--- src/design/ast_pkg.sv ---
// Package for the asynchronous serial transceiver: register map, fields,
// reset values and timing constants.
// Assumes a 125 MHz system clock and an AXI4-Lite register bus.
package ast_pkg;

  // Register byte offsets
  localparam logic [4:0] CMD_OFS    = 5'h00;
  localparam logic [4:0] CTRL_OFS   = 5'h04;
  localparam logic [4:0] TXD_OFS    = 5'h08;
  localparam logic [4:0] TXSTA_OFS  = 5'h0C;
  localparam logic [4:0] RXD_OFS    = 5'h10;
  localparam logic [4:0] RXSTA_OFS  = 5'h14;

  // Command register fields
  localparam int CMD_WL   = 0;
  localparam int CMD_PE   = 1;
  localparam int CMD_PM   = 2;
  localparam int CMD_XTAL = 3;
  localparam int CMD_RC   = 4;  // Bits 6:4
  localparam logic [7:0] CMD_RST = 8'h01;

  // Control register fields
  localparam int CTRL_BR   = 0;  // Bits 2:0
  localparam int CTRL_XTX  = 3;
  localparam int CTRL_XRX  = 4;
  localparam int CTRL_ENTX = 5;
  localparam int CTRL_ENRX = 6;
  localparam int CTRL_ECHO = 7;
  localparam logic [7:0] CTRL_RST = 8'h05;

  // Oversampling and divider
  localparam int OVS          = 16;
  localparam int OVS_MID      = 8;
  localparam int CLK_HZ       = 125_000_000;
  localparam int BASE_BAUD_HZ = 1200;
  localparam int XTAL_BAUD_HZ = 300;
  localparam int BASE_DIV     = CLK_HZ / (BASE_BAUD_HZ * OVS);
  localparam int XTAL_DIV     = CLK_HZ / (XTAL_BAUD_HZ * OVS);
  localparam int DIV_W        = 20;  // Room for the slowest range shift

  localparam logic [1:0] RESP_OKAY   = 2'b00;
  localparam logic [1:0] RESP_SLVERR = 2'b10;

endpackage

--- src/design/ast_tick_if.sv ---
// Interface carrying the oversampling tick and frame format between the
// register core and the transmit and receive engines.
// Assumes one clock domain shared by all three modules.
`timescale 1ns/1ns
interface ast_tick_if;
  logic tick;      // One pulse per sixteenth of a bit
  logic eight_bit; // Word length
  logic par_en;
  logic par_odd;
  modport core (output tick, output eight_bit, output par_en,
                output par_odd);
  modport eng  (input tick, input eight_bit, input par_en, input par_odd);
endinterface

--- src/design/ast_tx.sv ---
// Transmit engine: shifts one frame out from a loaded word.
// Assumes load only while idle; the core gates it on busy.
`timescale 1ns/1ns
module ast_tx
  import ast_pkg::*;
(
  input  wire logic       aclk,
  input  wire logic       aresetn,
  ast_tick_if.eng         fmt,
  input  wire logic       load,
  input  wire logic [7:0] word,
  output logic            busy,
  output logic            line
);
  logic [9:0] sh_q;
  logic [3:0] nbits_q;
  logic [3:0] ph_q;
  logic       par;

  // Parity over active data bits; odd mode inverts
  assign par = (^(fmt.eight_bit ? word : {1'b0, word[6:0]})) ^ fmt.par_odd;

  // Frame: start, data LSB first, optional parity, stop
  always_ff @(posedge aclk) begin
    if (!aresetn) begin
      sh_q    <= 10'h3FF;
      nbits_q <= 4'h0;
      ph_q    <= 4'h0;
      busy    <= 1'b0;
      line    <= 1'b1;
    end else if (load) begin
      busy    <= 1'b1;
      line    <= 1'b0;
      ph_q    <= 4'h0;
      if (fmt.eight_bit)
        sh_q <= {1'b1, fmt.par_en ? par : 1'b1, word};
      else
        sh_q <= {2'b11, fmt.par_en ? par : 1'b1, word[6:0]};
      nbits_q <= 4'd8 + (fmt.eight_bit ? 4'd1 : 4'd0)
                      + (fmt.par_en ? 4'd1 : 4'd0);
    end else if (busy && fmt.tick) begin
      ph_q <= ph_q + 4'h1;
      if (ph_q == 4'(OVS - 1)) begin
        if (nbits_q == 4'h0) begin
          busy <= 1'b0;
          line <= 1'b1;
        end else begin
          line    <= sh_q[0];
          sh_q    <= {1'b1, sh_q[9:1]};
          nbits_q <= nbits_q - 4'h1;
        end
      end
    end
  end
endmodule

--- src/design/ast_rx.sv ---
// Receive engine: oversampled start detect, data, parity and stop capture.
// Assumes the line input is already synchronised and polarity-corrected.
`timescale 1ns/1ns
module ast_rx
  import ast_pkg::*;
(
  input  wire logic       aclk,
  input  wire logic       aresetn,
  ast_tick_if.eng         fmt,
  input  wire logic       enable,
  input  wire logic       line,
  output logic            busy,
  output logic            done,
  output logic [7:0]      word,
  output logic            start_err,
  output logic            par_err,
  output logic            frame_err
);
  typedef enum {ST_IDLE, ST_START, ST_BITS, ST_STOP} ast_rxst_t;
  ast_rxst_t  st_q;
  logic [3:0] ph_q;
  logic [3:0] n_q;
  logic [8:0] sh_q;
  logic [3:0] total;
  logic       exp_par;

  assign total   = (fmt.eight_bit ? 4'd8 : 4'd7) + (fmt.par_en ? 4'd1 : 4'd0);
  assign exp_par = (^(fmt.eight_bit ? sh_q[7:0] : {1'b0, sh_q[6:0]}))
                   ^ fmt.par_odd;

  // Sample each bit at its middle
  always_ff @(posedge aclk) begin
    if (!aresetn) begin
      st_q <= ST_IDLE; ph_q <= 4'h0; n_q <= 4'h0; sh_q <= 9'h000;
      busy <= 1'b0; done <= 1'b0; word <= 8'h00;
      start_err <= 1'b0; par_err <= 1'b0; frame_err <= 1'b0;
    end else begin
      done <= 1'b0;
      case (st_q)
        ST_IDLE: if (enable && !line) begin
          st_q <= ST_START; ph_q <= 4'h0; busy <= 1'b1;
        end
        ST_START: if (fmt.tick) begin
          ph_q <= ph_q + 4'h1;
          if (ph_q == 4'(OVS_MID - 1)) begin
            // Glitch shorter than half a bit flags a start error
            start_err <= line;
            st_q <= ST_BITS; ph_q <= 4'h0; n_q <= 4'h0;
          end
        end
        ST_BITS: if (fmt.tick) begin
          ph_q <= ph_q + 4'h1;
          if (ph_q == 4'(OVS - 1)) begin
            sh_q[n_q] <= line;
            n_q <= n_q + 4'h1;
            if (n_q == total - 4'h1) st_q <= ST_STOP;
          end
        end
        ST_STOP: if (fmt.tick) begin
          ph_q <= ph_q + 4'h1;
          if (ph_q == 4'(OVS - 1)) begin
            done <= 1'b1;
            busy <= 1'b0;
            st_q <= ST_IDLE;
            frame_err <= !line;
            word <= fmt.eight_bit ? sh_q[7:0] : {1'b0, sh_q[6:0]};
            par_err <= fmt.par_en &&
                       (exp_par != (fmt.eight_bit ? sh_q[8] : sh_q[7]));
          end
        end
        default: st_q <= ST_IDLE;
      endcase
    end
  end
endmodule

--- src/design/ast_top.sv ---
// Asynchronous serial transceiver top: AXI4-Lite registers, baud divider,
// line synchroniser, echo and inversion, and both engines.
// Assumes rx_pin is asynchronous to aclk; one outstanding access per channel.
`timescale 1ns/1ns
module ast_top
  import ast_pkg::*;
(
  input  wire logic        aclk,
  input  wire logic        aresetn,
  input  wire logic [4:0]  s_axi_awaddr,
  input  wire logic        s_axi_awvalid,
  output logic             s_axi_awready,
  input  wire logic [31:0] s_axi_wdata,
  input  wire logic [3:0]  s_axi_wstrb,
  input  wire logic        s_axi_wvalid,
  output logic             s_axi_wready,
  output logic [1:0]       s_axi_bresp,
  output logic             s_axi_bvalid,
  input  wire logic        s_axi_bready,
  input  wire logic [4:0]  s_axi_araddr,
  input  wire logic        s_axi_arvalid,
  output logic             s_axi_arready,
  output logic [31:0]      s_axi_rdata,
  output logic [1:0]       s_axi_rresp,
  output logic             s_axi_rvalid,
  input  wire logic        s_axi_rready,
  input  wire logic        rx_pin,
  output logic             tx_pin,
  output logic             tx_irq,
  output logic             rx_irq
);
  ast_tick_if fmt ();

  logic [7:0]       cmd_q;
  logic [7:0]       ctrl_q;
  logic [7:0]       txd_q;
  logic             tx_full_q;
  logic [7:0]       rxd_q;
  logic             rx_full_q;
  logic             ovr_q;
  logic             serr_q;
  logic             perr_q;
  logic             ferr_q;
  logic [4:0]       aw_q;
  logic             aw_have_q;
  logic [31:0]      w_q;
  logic             w_have_q;
  logic [3:0]       wstrb_q;
  logic [1:0]       rx_sync_q;
  logic [DIV_W-1:0] div_q;
  logic [DIV_W-1:0] div_lim;
  logic             tick_q;
  logic             tx_load;
  logic             tx_busy;
  logic             tx_line;
  logic             rx_line;
  logic             rx_busy;
  logic             rx_done;
  logic [7:0]       rx_word;
  logic             rx_serr;
  logic             rx_perr;
  logic             rx_ferr;
  logic             wr_fire;
  logic             rd_fire;
  logic [2:0]       br;
  logic [2:0]       rc;

  // Frame format shared with the engines
  assign fmt.eight_bit = cmd_q[CMD_WL];
  assign fmt.par_en    = cmd_q[CMD_PE];
  assign fmt.par_odd   = cmd_q[CMD_PM];
  assign fmt.tick      = tick_q;
  assign br            = ctrl_q[CTRL_BR +: 3];
  assign rc            = cmd_q[CMD_RC +: 3];

  // Rate scaling: each rate step doubles baud; with XTAL clear, each range step halves it
  always_comb begin
    if (cmd_q[CMD_XTAL])
      div_lim = DIV_W'(XTAL_DIV >> br);
    else
      div_lim = DIV_W'((BASE_DIV << rc) >> br);
  end

  // Oversampling tick generator; rate change applies at once to the count already running
  always_ff @(posedge aclk) begin
    if (!aresetn) begin
      div_q  <= '0;
      tick_q <= 1'b0;
    end else if (div_q >= div_lim - DIV_W'(1)) begin
      div_q  <= '0;
      tick_q <= 1'b1;
    end else begin
      div_q  <= div_q + DIV_W'(1);
      tick_q <= 1'b0;
    end
  end

  // Two-stage synchroniser on the receive pin
  always_ff @(posedge aclk) begin
    if (!aresetn) rx_sync_q <= 2'b11;
    else          rx_sync_q <= {rx_sync_q[0], rx_pin};
  end

  assign rx_line = rx_sync_q[1] ^ ctrl_q[CTRL_XRX];

  // Line output: echo bypasses the transmitter entirely
  always_ff @(posedge aclk) begin
    if (!aresetn)
      tx_pin <= 1'b1;
    else if (ctrl_q[CTRL_ECHO])
      tx_pin <= rx_sync_q[1] ^ ctrl_q[CTRL_XRX] ^ ctrl_q[CTRL_XTX];
    else if (ctrl_q[CTRL_ENTX])
      tx_pin <= tx_line ^ ctrl_q[CTRL_XTX];
    else
      tx_pin <= ~ctrl_q[CTRL_XTX];  // Idle level when disabled
  end

  // Hand the holding word over once the shifter is free
  assign tx_load = ctrl_q[CTRL_ENTX] && tx_full_q && !tx_busy;

  ast_tx u_tx (
    .aclk    (aclk),
    .aresetn (aresetn),
    .fmt     (fmt),
    .load    (tx_load),
    .word    (txd_q),
    .busy    (tx_busy),
    .line    (tx_line)
  );

  ast_rx u_rx (
    .aclk      (aclk),
    .aresetn   (aresetn),
    .fmt       (fmt),
    .enable    (ctrl_q[CTRL_ENRX]),
    .line      (rx_line),
    .busy      (rx_busy),
    .done      (rx_done),
    .word      (rx_word),
    .start_err (rx_serr),
    .par_err   (rx_perr),
    .frame_err (rx_ferr)
  );

  // AXI write channel capture; address and data arrive in either order
  always_ff @(posedge aclk) begin
    if (!aresetn) begin
      aw_have_q <= 1'b0;
      w_have_q  <= 1'b0;
      aw_q      <= '0;
      w_q       <= '0;
      wstrb_q   <= '0;
    end else if (wr_fire) begin
      aw_have_q <= 1'b0;
      w_have_q  <= 1'b0;
    end else begin
      if (s_axi_awvalid && s_axi_awready) begin
        aw_have_q <= 1'b1;
        aw_q      <= s_axi_awaddr;
      end
      if (s_axi_wvalid && s_axi_wready) begin
        w_have_q <= 1'b1;
        w_q      <= s_axi_wdata;
        wstrb_q  <= s_axi_wstrb;
      end
    end
  end

  assign wr_fire = aw_have_q && w_have_q && !s_axi_bvalid;

  // Ready flags registered; low while holding or answering
  always_ff @(posedge aclk) begin
    if (!aresetn) begin
      s_axi_awready <= 1'b0;
      s_axi_wready  <= 1'b0;
    end else begin
      s_axi_awready <= !aw_have_q && !(s_axi_awvalid && s_axi_awready)
                       && !s_axi_bvalid;
      s_axi_wready  <= !w_have_q && !(s_axi_wvalid && s_axi_wready)
                       && !s_axi_bvalid;
    end
  end

  // Write response
  always_ff @(posedge aclk) begin
    if (!aresetn) begin
      s_axi_bvalid <= 1'b0;
      s_axi_bresp  <= RESP_OKAY;
    end else if (wr_fire) begin
      s_axi_bvalid <= 1'b1;
      case (aw_q & 5'h1C)
        CMD_OFS, CTRL_OFS, TXD_OFS, TXSTA_OFS, RXD_OFS, RXSTA_OFS:
          s_axi_bresp <= RESP_OKAY;
        default: s_axi_bresp <= RESP_SLVERR;
      endcase
    end else if (s_axi_bready) begin
      s_axi_bvalid <= 1'b0;
    end
  end

  // Configuration registers, low byte lane only
  always_ff @(posedge aclk) begin
    if (!aresetn) begin
      cmd_q  <= CMD_RST;
      ctrl_q <= CTRL_RST;
      txd_q  <= 8'h00;
    end else if (wr_fire && wstrb_q[0]) begin
      case (aw_q & 5'h1C)
        CMD_OFS:  cmd_q  <= w_q[7:0];
        CTRL_OFS: ctrl_q <= w_q[7:0];
        TXD_OFS:  txd_q  <= w_q[7:0];
        default: ;
      endcase
    end
  end

  // Transmit full flag; a write in the load cycle wins
  always_ff @(posedge aclk) begin
    if (!aresetn)
      tx_full_q <= 1'b0;
    else if (wr_fire && wstrb_q[0] && (aw_q & 5'h1C) == TXD_OFS)
      tx_full_q <= 1'b1;
    else if (tx_load)
      tx_full_q <= 1'b0;
  end

  // Interrupt pulses
  always_ff @(posedge aclk) begin
    if (!aresetn) begin
      tx_irq <= 1'b0;
      rx_irq <= 1'b0;
    end else begin
      tx_irq <= tx_load;
      rx_irq <= rx_done;
    end
  end

  assign rd_fire = s_axi_arvalid && s_axi_arready;

  // Receive data and flags; new word beats a same-cycle read clear
  always_ff @(posedge aclk) begin
    if (!aresetn) begin
      rxd_q     <= 8'h00;
      rx_full_q <= 1'b0;
      serr_q    <= 1'b0;
      perr_q    <= 1'b0;
      ferr_q    <= 1'b0;
    end else if (rx_done) begin
      rxd_q     <= rx_word;
      rx_full_q <= 1'b1;
      serr_q    <= rx_serr;
      perr_q    <= rx_perr;
      ferr_q    <= rx_ferr;
    end else if (rd_fire && (s_axi_araddr & 5'h1C) == RXD_OFS) begin
      rx_full_q <= 1'b0;
    end
  end

  // Overrun: set wins over a status write
  always_ff @(posedge aclk) begin
    if (!aresetn)
      ovr_q <= 1'b0;
    else if (rx_done && rx_full_q &&
             !(rd_fire && (s_axi_araddr & 5'h1C) == RXD_OFS))
      ovr_q <= 1'b1;
    else if (wr_fire && (aw_q & 5'h1C) == RXSTA_OFS)
      ovr_q <= 1'b0;
  end

  // Read channel; one-cycle answer after address acceptance
  always_ff @(posedge aclk) begin
    if (!aresetn) begin
      s_axi_arready <= 1'b0;
      s_axi_rvalid  <= 1'b0;
      s_axi_rdata   <= '0;
      s_axi_rresp   <= RESP_OKAY;
    end else begin
      s_axi_arready <= !s_axi_rvalid && !rd_fire;
      if (rd_fire) begin
        s_axi_rvalid <= 1'b1;
        s_axi_rresp  <= RESP_OKAY;
        case (s_axi_araddr & 5'h1C)
          CMD_OFS:   s_axi_rdata <= {24'h000000, cmd_q};
          CTRL_OFS:  s_axi_rdata <= {24'h000000, ctrl_q};
          TXD_OFS:   s_axi_rdata <= {24'h000000, txd_q};
          TXSTA_OFS: s_axi_rdata <= {30'h00000000, tx_busy, tx_full_q};
          RXD_OFS:   s_axi_rdata <= {24'h000000, rxd_q};
          RXSTA_OFS: s_axi_rdata <= {26'h0000000, serr_q, perr_q, ferr_q,
                                     ovr_q, rx_busy, rx_full_q};
          default: begin
            s_axi_rdata <= '0;
            s_axi_rresp <= RESP_SLVERR;
          end
        endcase
      end else if (s_axi_rready) begin
        s_axi_rvalid <= 1'b0;
      end
    end
  end
endmodule

--- config.mk ---
export PLATFORM = sky130hd
export DESIGN_NAME = ast_top
export DESIGN_NICKNAME = d
export VERILOG_FILES = /design/src/design/ast_pkg.sv /design/src/design/ast_tick_if.sv /design/src/design/ast_tx.sv /design/src/design/ast_rx.sv /design/src/design/ast_top.sv
export SDC_FILE = /design/constraint.sdc
export NUM_CORES = 1
export LEC_CHECK = 0
export BUFFER_PORTS_ARGS = -buffer_cell sky130_fd_sc_hd__buf_2
export CORE_ASPECT_RATIO = 1.1
export CORE_MARGIN = 5
export CORE_UTILIZATION = 45
export CTS_CLUSTER_SIZE = 12
export DETAILED_ROUTE_END_ITERATION = 10
export PLACE_DENSITY = 0.68
export RECOVER_POWER = 25
export SLEW_MARGIN = 20
export SYNTH_ARGS = -nofsm -noshare
export SYNTH_HDL_FRONTEND = slang
export SYNTH_SLANG_ARGS = --single-unit
--- constraint.sdc ---
create_clock -name aclk -period 8.41 [get_ports aclk]
set_clock_uncertainty 0.2 [all_clocks]
set_input_delay 1.682 -clock aclk [delete_from_list [all_inputs] [get_ports aclk]]
set_output_delay 1.682 -clock aclk [all_outputs]
set_load 0.01 [all_outputs]
==> reports/metrics.yaml, run 1 <==
final_antenna_net_count: 0
n_antenna_cell: 0
grt_overflow: 0
clkSinkCount: 144
worstHoldStart: "u_rx.par_err$_SDFFE_PN0P_"
critical-path-top-delay-family: "compound AO/OA/AOI/OAI gates"
critPathMaxStageDelay_ps: 670
tightestPinTransition_ps: 1280
setup_tns_ps: 0
h-tree-depth: 4
drive_gt1_share_pct: 9.70
cts_setup_buffers: 0
first_global_vias: 6246
synthSimpleGateAreaFrac_pct: 21.4
r2r-start: "cmd_q[5]$_SDFFE_PN0P_"
grt_max_degree: 93
firstDrtPassIters: 7
critPathMaxFanout: 20
die-area_um2: 21200
wl_per_cell_um: 14.8
cts_resized: 0
initial_core_util_pct: 45.4
fillerInstances: 1748
relSlewSlack_pct: 14.8
syn_avg_cell_area_um2: 8.41
synth-seq-cells: 144
mostFrequentLayoutCell: "dfxtp_1"
clk_pin_slew_worst_paths_ps: 70
hold_viol: 0
fin_util_pct: 49.4
power_leakage_nw: 3.67
ios: 98
grt_pass1_wl_um: 31100
post-route-period-util_pct: 59.4
cp.arrival_ps: 5150
maxSlewViolCount: 0
finalSetupViolations: 0
synth_fa_ha_area_share_pct: 6.34
synthTopCellsByArea: "dfxtp_1 (35%), mux2i_1 (6.6%), ha_1 (6.3%)"
finalInstanceArea_um2: 9040
synth_top_family_by_area: "simple AND/OR/NAND/NOR gates"
crit_required_ps: 8560
place_congestion: 0.808
outcome: "finished, final reports clean"
placed_area_um2: 8450
finalPower_mw: 1.57
drv_cap: 0
cp-startpoint: "cmd_q[5]$_SDFFE_PN0P_"
synth_top_area_share_pct: 34.8
ys.flop_type: "dfxtp_1"
hpwl_um: 13100
async_reset_ff_share_pct: 0
fin_cells: 1243
layout_common_cells: "dfxtp_1 (144), nor2_1 (130), nand2_1 (105)"
fmax_mhz: 200
layout_min_cycle_time_ps: 5000
die_w_um: 139
io_buffer_count: 40
yosysSeqAreaShare_pct: 34.8
critPathKind: "flop to flop"
path_buf_inv: 4
synthMuxAreaShare_pct: 8.99
ir_worst_vdd_mv: 0.155
insertion_delay_ps: 420
dp.cells: 1211
crit_chain: "inv_1 -> ha_1 -> and2b_1 -> o31ai_2 -> a22o_2 -> o21ai_1 -> inv_1 -> ha_1 -> inv_1 -> a2111oi_4 -> nand3_2 -> a21o_1 -> xor2_1 -> ha_1 -> a21o_1 -> a21oi_1 -> o211a_1 -> o21ai_1 -> buf_4 -> nor2_1"
synth_edf_count: 0
slowest_stage: "dfxtp_1"
synth_compound_area_share_pct: 15.0
track_usage_pct: 17.5
netlist_instances: 986
die_h_um: 152
core_area_um2: 18300
synth_cell_type_count: 74
synth-xor-area-share_pct: 6.76
critPathLaunchType: "flop"
numCtsBuffers: 17
routed_wl_um: 18400
syn_to_final_growth_pct: 8.96
yosys_warnings: 0
p_per_area_nw_per_um2: 174
drc_errors: 0
antenna_found_initial: 0
cp-end-kind: "flop"
yosys.area.top_type: "dfxtp_1"
synthesis.area_um2: 8290
rsz0062_at_grt: "no"
cts_buffer_depth: 2
cts_tree: "yes"
cts_hold_buf: 0
viasPerCell: 5.36
hold_class: "flop to flop"
via_count: 6661
std_cell_rows: 52
num-nets-final: 1083
root_buffer: "clkbuf_16"
drtIter0Drc: 472
per-stage QoR:
step | hold WS [ps] | setup slack (ps)
2_1_floorplan | 186 | 3960
3_3_place_gp | 243 | 3510
3_5_place_dp | 247 | 3410
4_1_cts | 256 | 3390
5_1_grt | 280 | 2970
6_report | 256 | 3410
cell usage after synthesis, drive strengths merged (4+ instances only):
master    n
dfxtp   144
nor2    131
nand2   105
a21oi    58
mux2i    55
clkbuf   46
nand3    43
buf      42
ha       42
xnor2    40
o21ai    28
xor2     24
inv      21
nand2b   20
a21o     15
a311oi   14
nand4    14
and3     11
nor3     11
nor3b    10
a211oi    9
a31oi     9
nor2b     8
and2      7
mux2      7
o211ai    7
mux4      5
a22oi     4
o31ai     4
o41ai     4
metal layers:
metal | routed length (um) | GRT usage (%)
met5 | 0 | 0
met1 | 8500 | 22.1
met3 | 636 | 3.83
met4 | 318 | 5.22
met2 | 8970 | 29.7
power by group:
part / internal (mW) / switching, mW
clock network: 0.448 / 0.318
logic: 0.0341 / 0.0595
registers: 0.696 / 0.0129
total: 1.18 / 0.391
cells by family (layout without fill, tap and decap cells):
family          count (synthesis)  in the layout
flops                         144            144
xor+xnor                       64             64
other cells                     1             26
mux                            67             67
fa+ha+maj                      42             42
simple gates                  379            379
buf+inv                       109             98
compound gates                180            180
final cells by class:
| type | instances | area (um2) | share of cell area [%] |
|---|---|---|---|
| clock buffer | 18 | 429 | 4.75 |
| clock inverter | 14 | 168 | 1.86 |
| inverter | 21 | 78.8 | 0.872 |
| multi-input combinational | 758 | 4950 | 54.8 |
| sequential | 144 | 2880 | 31.9 |
| tap | 243 | 304 | 3.36 |
| timing repair buffer | 45 | 225 | 2.49 |
state kept, by name (all words and copies together) (netlist names), 2 cells and up:
| register | cells |
|---|---|
| aw_q | 3 |
| cmd_q | 8 |
| ctrl_q | 8 |
| div_q | 20 |
| rx_sync_q | 2 |
| rxd_q | 8 |
| s_axi_rdata | 8 |
| txd_q | 8 |
| u_rx.n_q | 4 |
| u_rx.ph_q | 4 |
| u_rx.sh_q | 9 |
| u_rx.st_q | 2 |
| u_rx.word | 8 |
| u_tx.nbits_q | 4 |
| u_tx.ph_q | 4 |
| u_tx.sh_q | 9 |
| w_q | 8 |
worst min-delay path, cell delays in order, from the launching register on:
cell and delay, ps:
dfxtp_1 310, nand2_1 50, a21oi_1 50
path summary, 6_finish.rpt:
path	slack, ps	depth (start not counted)	to
worst max-delay path	3410	20	div_q[4]$_SDFF_PP0_
worst min-delay path	260	2	u_rx.par_err$_SDFFE_PN0P_
worst max register to register	3410	20	div_q[4]$_SDFF_PP0_
worst min register to register	260	2	u_rx.par_err$_SDFFE_PN0P_
(Power assumes the default switching activity.)
==> run 2: changes to the inputs <==
clock period = 4.8 ns   (was 8.41 ns; I/O delays follow)
==> run 2 against run 1 <==
Net effect: register-to-register slack lost 3100 ps; largest power group unchanged; critical path type unchanged; worst hold slack lost 1.9 ps; routed wire length grew 2.2%; sequential power grew 75%; via count grew 1.8%; highest routed layer unchanged; critical endpoint unchanged; clock power grew 74%.
==> reports/metrics.yaml, run 2 (synthesis gave the netlist of run 1 again) <==
outcome: "finished, final reports clean"
clk_pin_slew_worst_paths_ps: 70
layout_common_cells: "dfxtp_1 (144), nor2_1 (130), nand2_1 (105)"
finalPower_mw: 2.74
rsz0062_at_grt: "no"
holdWs_ps: 254
firstDrtPassIters: 5
h-tree-depth: 4
pwr-share-seq_pct: 45.4
die_h_um: 152
first_global_vias: 6582
worst_slack_ps: 358
grt_overflow: 0
regToRegSetupSlack_ps: 360
drc_errors: 0
fin_cells: 1254
ir_worst_vdd_mv: 0.232
fmax_mhz: 225
antenna_found_initial: 0
syn_to_final_growth_pct: 10.3
std_cell_rows: 52
die-area_um2: 21200
hold_viol: 0
reg2reg_depth: 19
grt_max_degree: 54
cts_buffer_depth: 2
fillerInstances: 1752
ios: 98
multi_input_area_um2: 4960
rr_endpoint: "div_q[4]$_SDFF_PP0_"
pre_cts_slack_ps: 311
cp.arrival_ps: 4600
dp.cells: 1221
grt_pass1_wl_um: 31900
routed_wl_um: 18800
power_leakage_nw: 3.73
r2r-start: "cmd_q[4]$_SDFFE_PN0P_"
hold_class: "flop to flop"
insertion_delay_ps: 420
layout_min_cycle_time_ps: 4440
critPathKind: "flop to flop"
place_congestion: 0.838
final_antenna_net_count: 0
worstHoldStart: "u_rx.word[1]$_SDFFE_PN0P_"
n_antenna_cell: 0
holdPathStages: 2
critPathLaunchType: "flop"
track_usage_pct: 18.0
top_regs: "div_q: 20 flops, u_rx.sh_q: 9 flops, u_tx.sh_q: 9 flops"
core_area_um2: 18300
seq_area_um2: 2880
p_per_area_nw_per_um2: 300
maxSlewViolCount: 0
cts_hold_buf: 0
cts_tree: "yes"
numCtsBuffers: 17
largest_reg_flops: 20
setup_tns_ps: 0
p_int_mw: 2.03
clkSinkCount: 144
pwr-share-clk_pct: 48.6
placed_area_um2: 8540
critPathMaxFanout: 20
mostFrequentLayoutCell: "dfxtp_1"
finalInstanceArea_um2: 9140
drtIter0Drc: 394
crit_required_ps: 4960
wl_per_cell_um: 15.0
viasPerCell: 5.41
swShare_pct: 25.8
comb_power_share_pct: 6.0
post-route-period-util_pct: 92.5
root_buffer: "clkbuf_16"
io_buffer_count: 40
cp-end-kind: "flop"
fin_util_pct: 50.0
relSlewSlack_pct: 9.96
hpwl_um: 13500
drive_gt1_share_pct: 10.8
drv_cap: 0
die_w_um: 139
finalSetupViolations: 0
initial_core_util_pct: 45.4
regMostFlops: "div_q"
p_switching_mw: 0.705
worstHoldEndpoint: "u_rx.word[1]$_SDFFE_PN0P_"
via_count: 6782
tightestPinTransition_ps: 1350
num-nets-final: 1094
-- run 2: cell count changes in the layout (fill, tap and decap cells not counted), moves of 2 or more --
cell        delta
buf_4         +10
buf_2          -3
clkbuf_1       +2
clkinv_8       +2
clkinvlp_4     -2
-- run 2: critical path, cell delays in order, from the launching register on --
cell and delay (ps):
dfxtp_1 350, inv_1 90, ha_1 330, and2b_1 220, o31ai_2 280, a211oi_1 180
mux2_4 350, a2111oi_4 430, nand3_2 190, nor4_2 200, xnor2_1 170, ha_1 270
a21o_1 180, a21o_1 160, a21oi_1 140, o21ai_0 120, nor2_1 130, o21ai_2 100
buf_12 160, nor2_1 110
-- run 2: worst max path at each step --
stage                     startpoint  cells past startpoint  slack (ps)                   end
2_1_floorplan  cmd_q[5]$_SDFFE_PN0P_                     21         350  div_q[10]$_SDFF_PP0_
3_3_place_gp   cmd_q[4]$_SDFFE_PN0P_                     20         370   div_q[3]$_SDFF_PP0_
3_5_place_dp   cmd_q[4]$_SDFFE_PN0P_                     20         310   div_q[4]$_SDFF_PP0_
4_1_cts        cmd_q[4]$_SDFFE_PN0P_                     20         300   div_q[4]$_SDFF_PP0_
5_1_grt        cmd_q[4]$_SDFFE_PN0P_                     22          60  div_q[13]$_SDFF_PP0_
6_report       cmd_q[4]$_SDFFE_PN0P_                     19         360   div_q[4]$_SDFF_PP0_
-- run 2: final cells by class --
cell class	instances	area share, %
Multi-Input combinational cell	758	54.3
Tap cell	243	3.33
Inverter	21	0.862
Timing Repair Buffer	56	3.46
Clock buffer	18	4.80
Clock inverter	14	1.77
Sequential cell	144	31.5
-- run 2: routing by layer --
| metal | track usage, % | vias to the layer above | wire length (um) |
|---|---|---|---|
| met5 | 0 | - | 0 |
| met4 | 5.87 | 0 | 292 |
| met3 | 3.61 | 25 | 721 |
| met2 | 31.1 | 142 | 9440 |
| met1 | 22.3 | 3190 | 8380 |
| li1 | - | 3425 | - |
-- run 2: repair_timing --
| item | in CTS | in global routing |
|---|---|---|
| setup buffers | 0 | 1 |
| endpoints found under the setup margin | 0 | 9 |
| gates resized for setup | 0 | 3 |
-- run 2: power by group through the flow --
| stage | clock (mW) | sequential, mW | combinational, mW |
|---|---|---|---|
| finish | 1.33 | 1.24 | 0.165 |
| global route | 1.42 | 1.25 | 0.187 |
| CTS | 1.36 | 1.24 | 0.167 |
| detailed placement | 0 | 1.27 | 0.167 |
| global placement | 0 | 1.27 | 0.164 |
| floorplan | 0 | 1.26 | 0.138 |
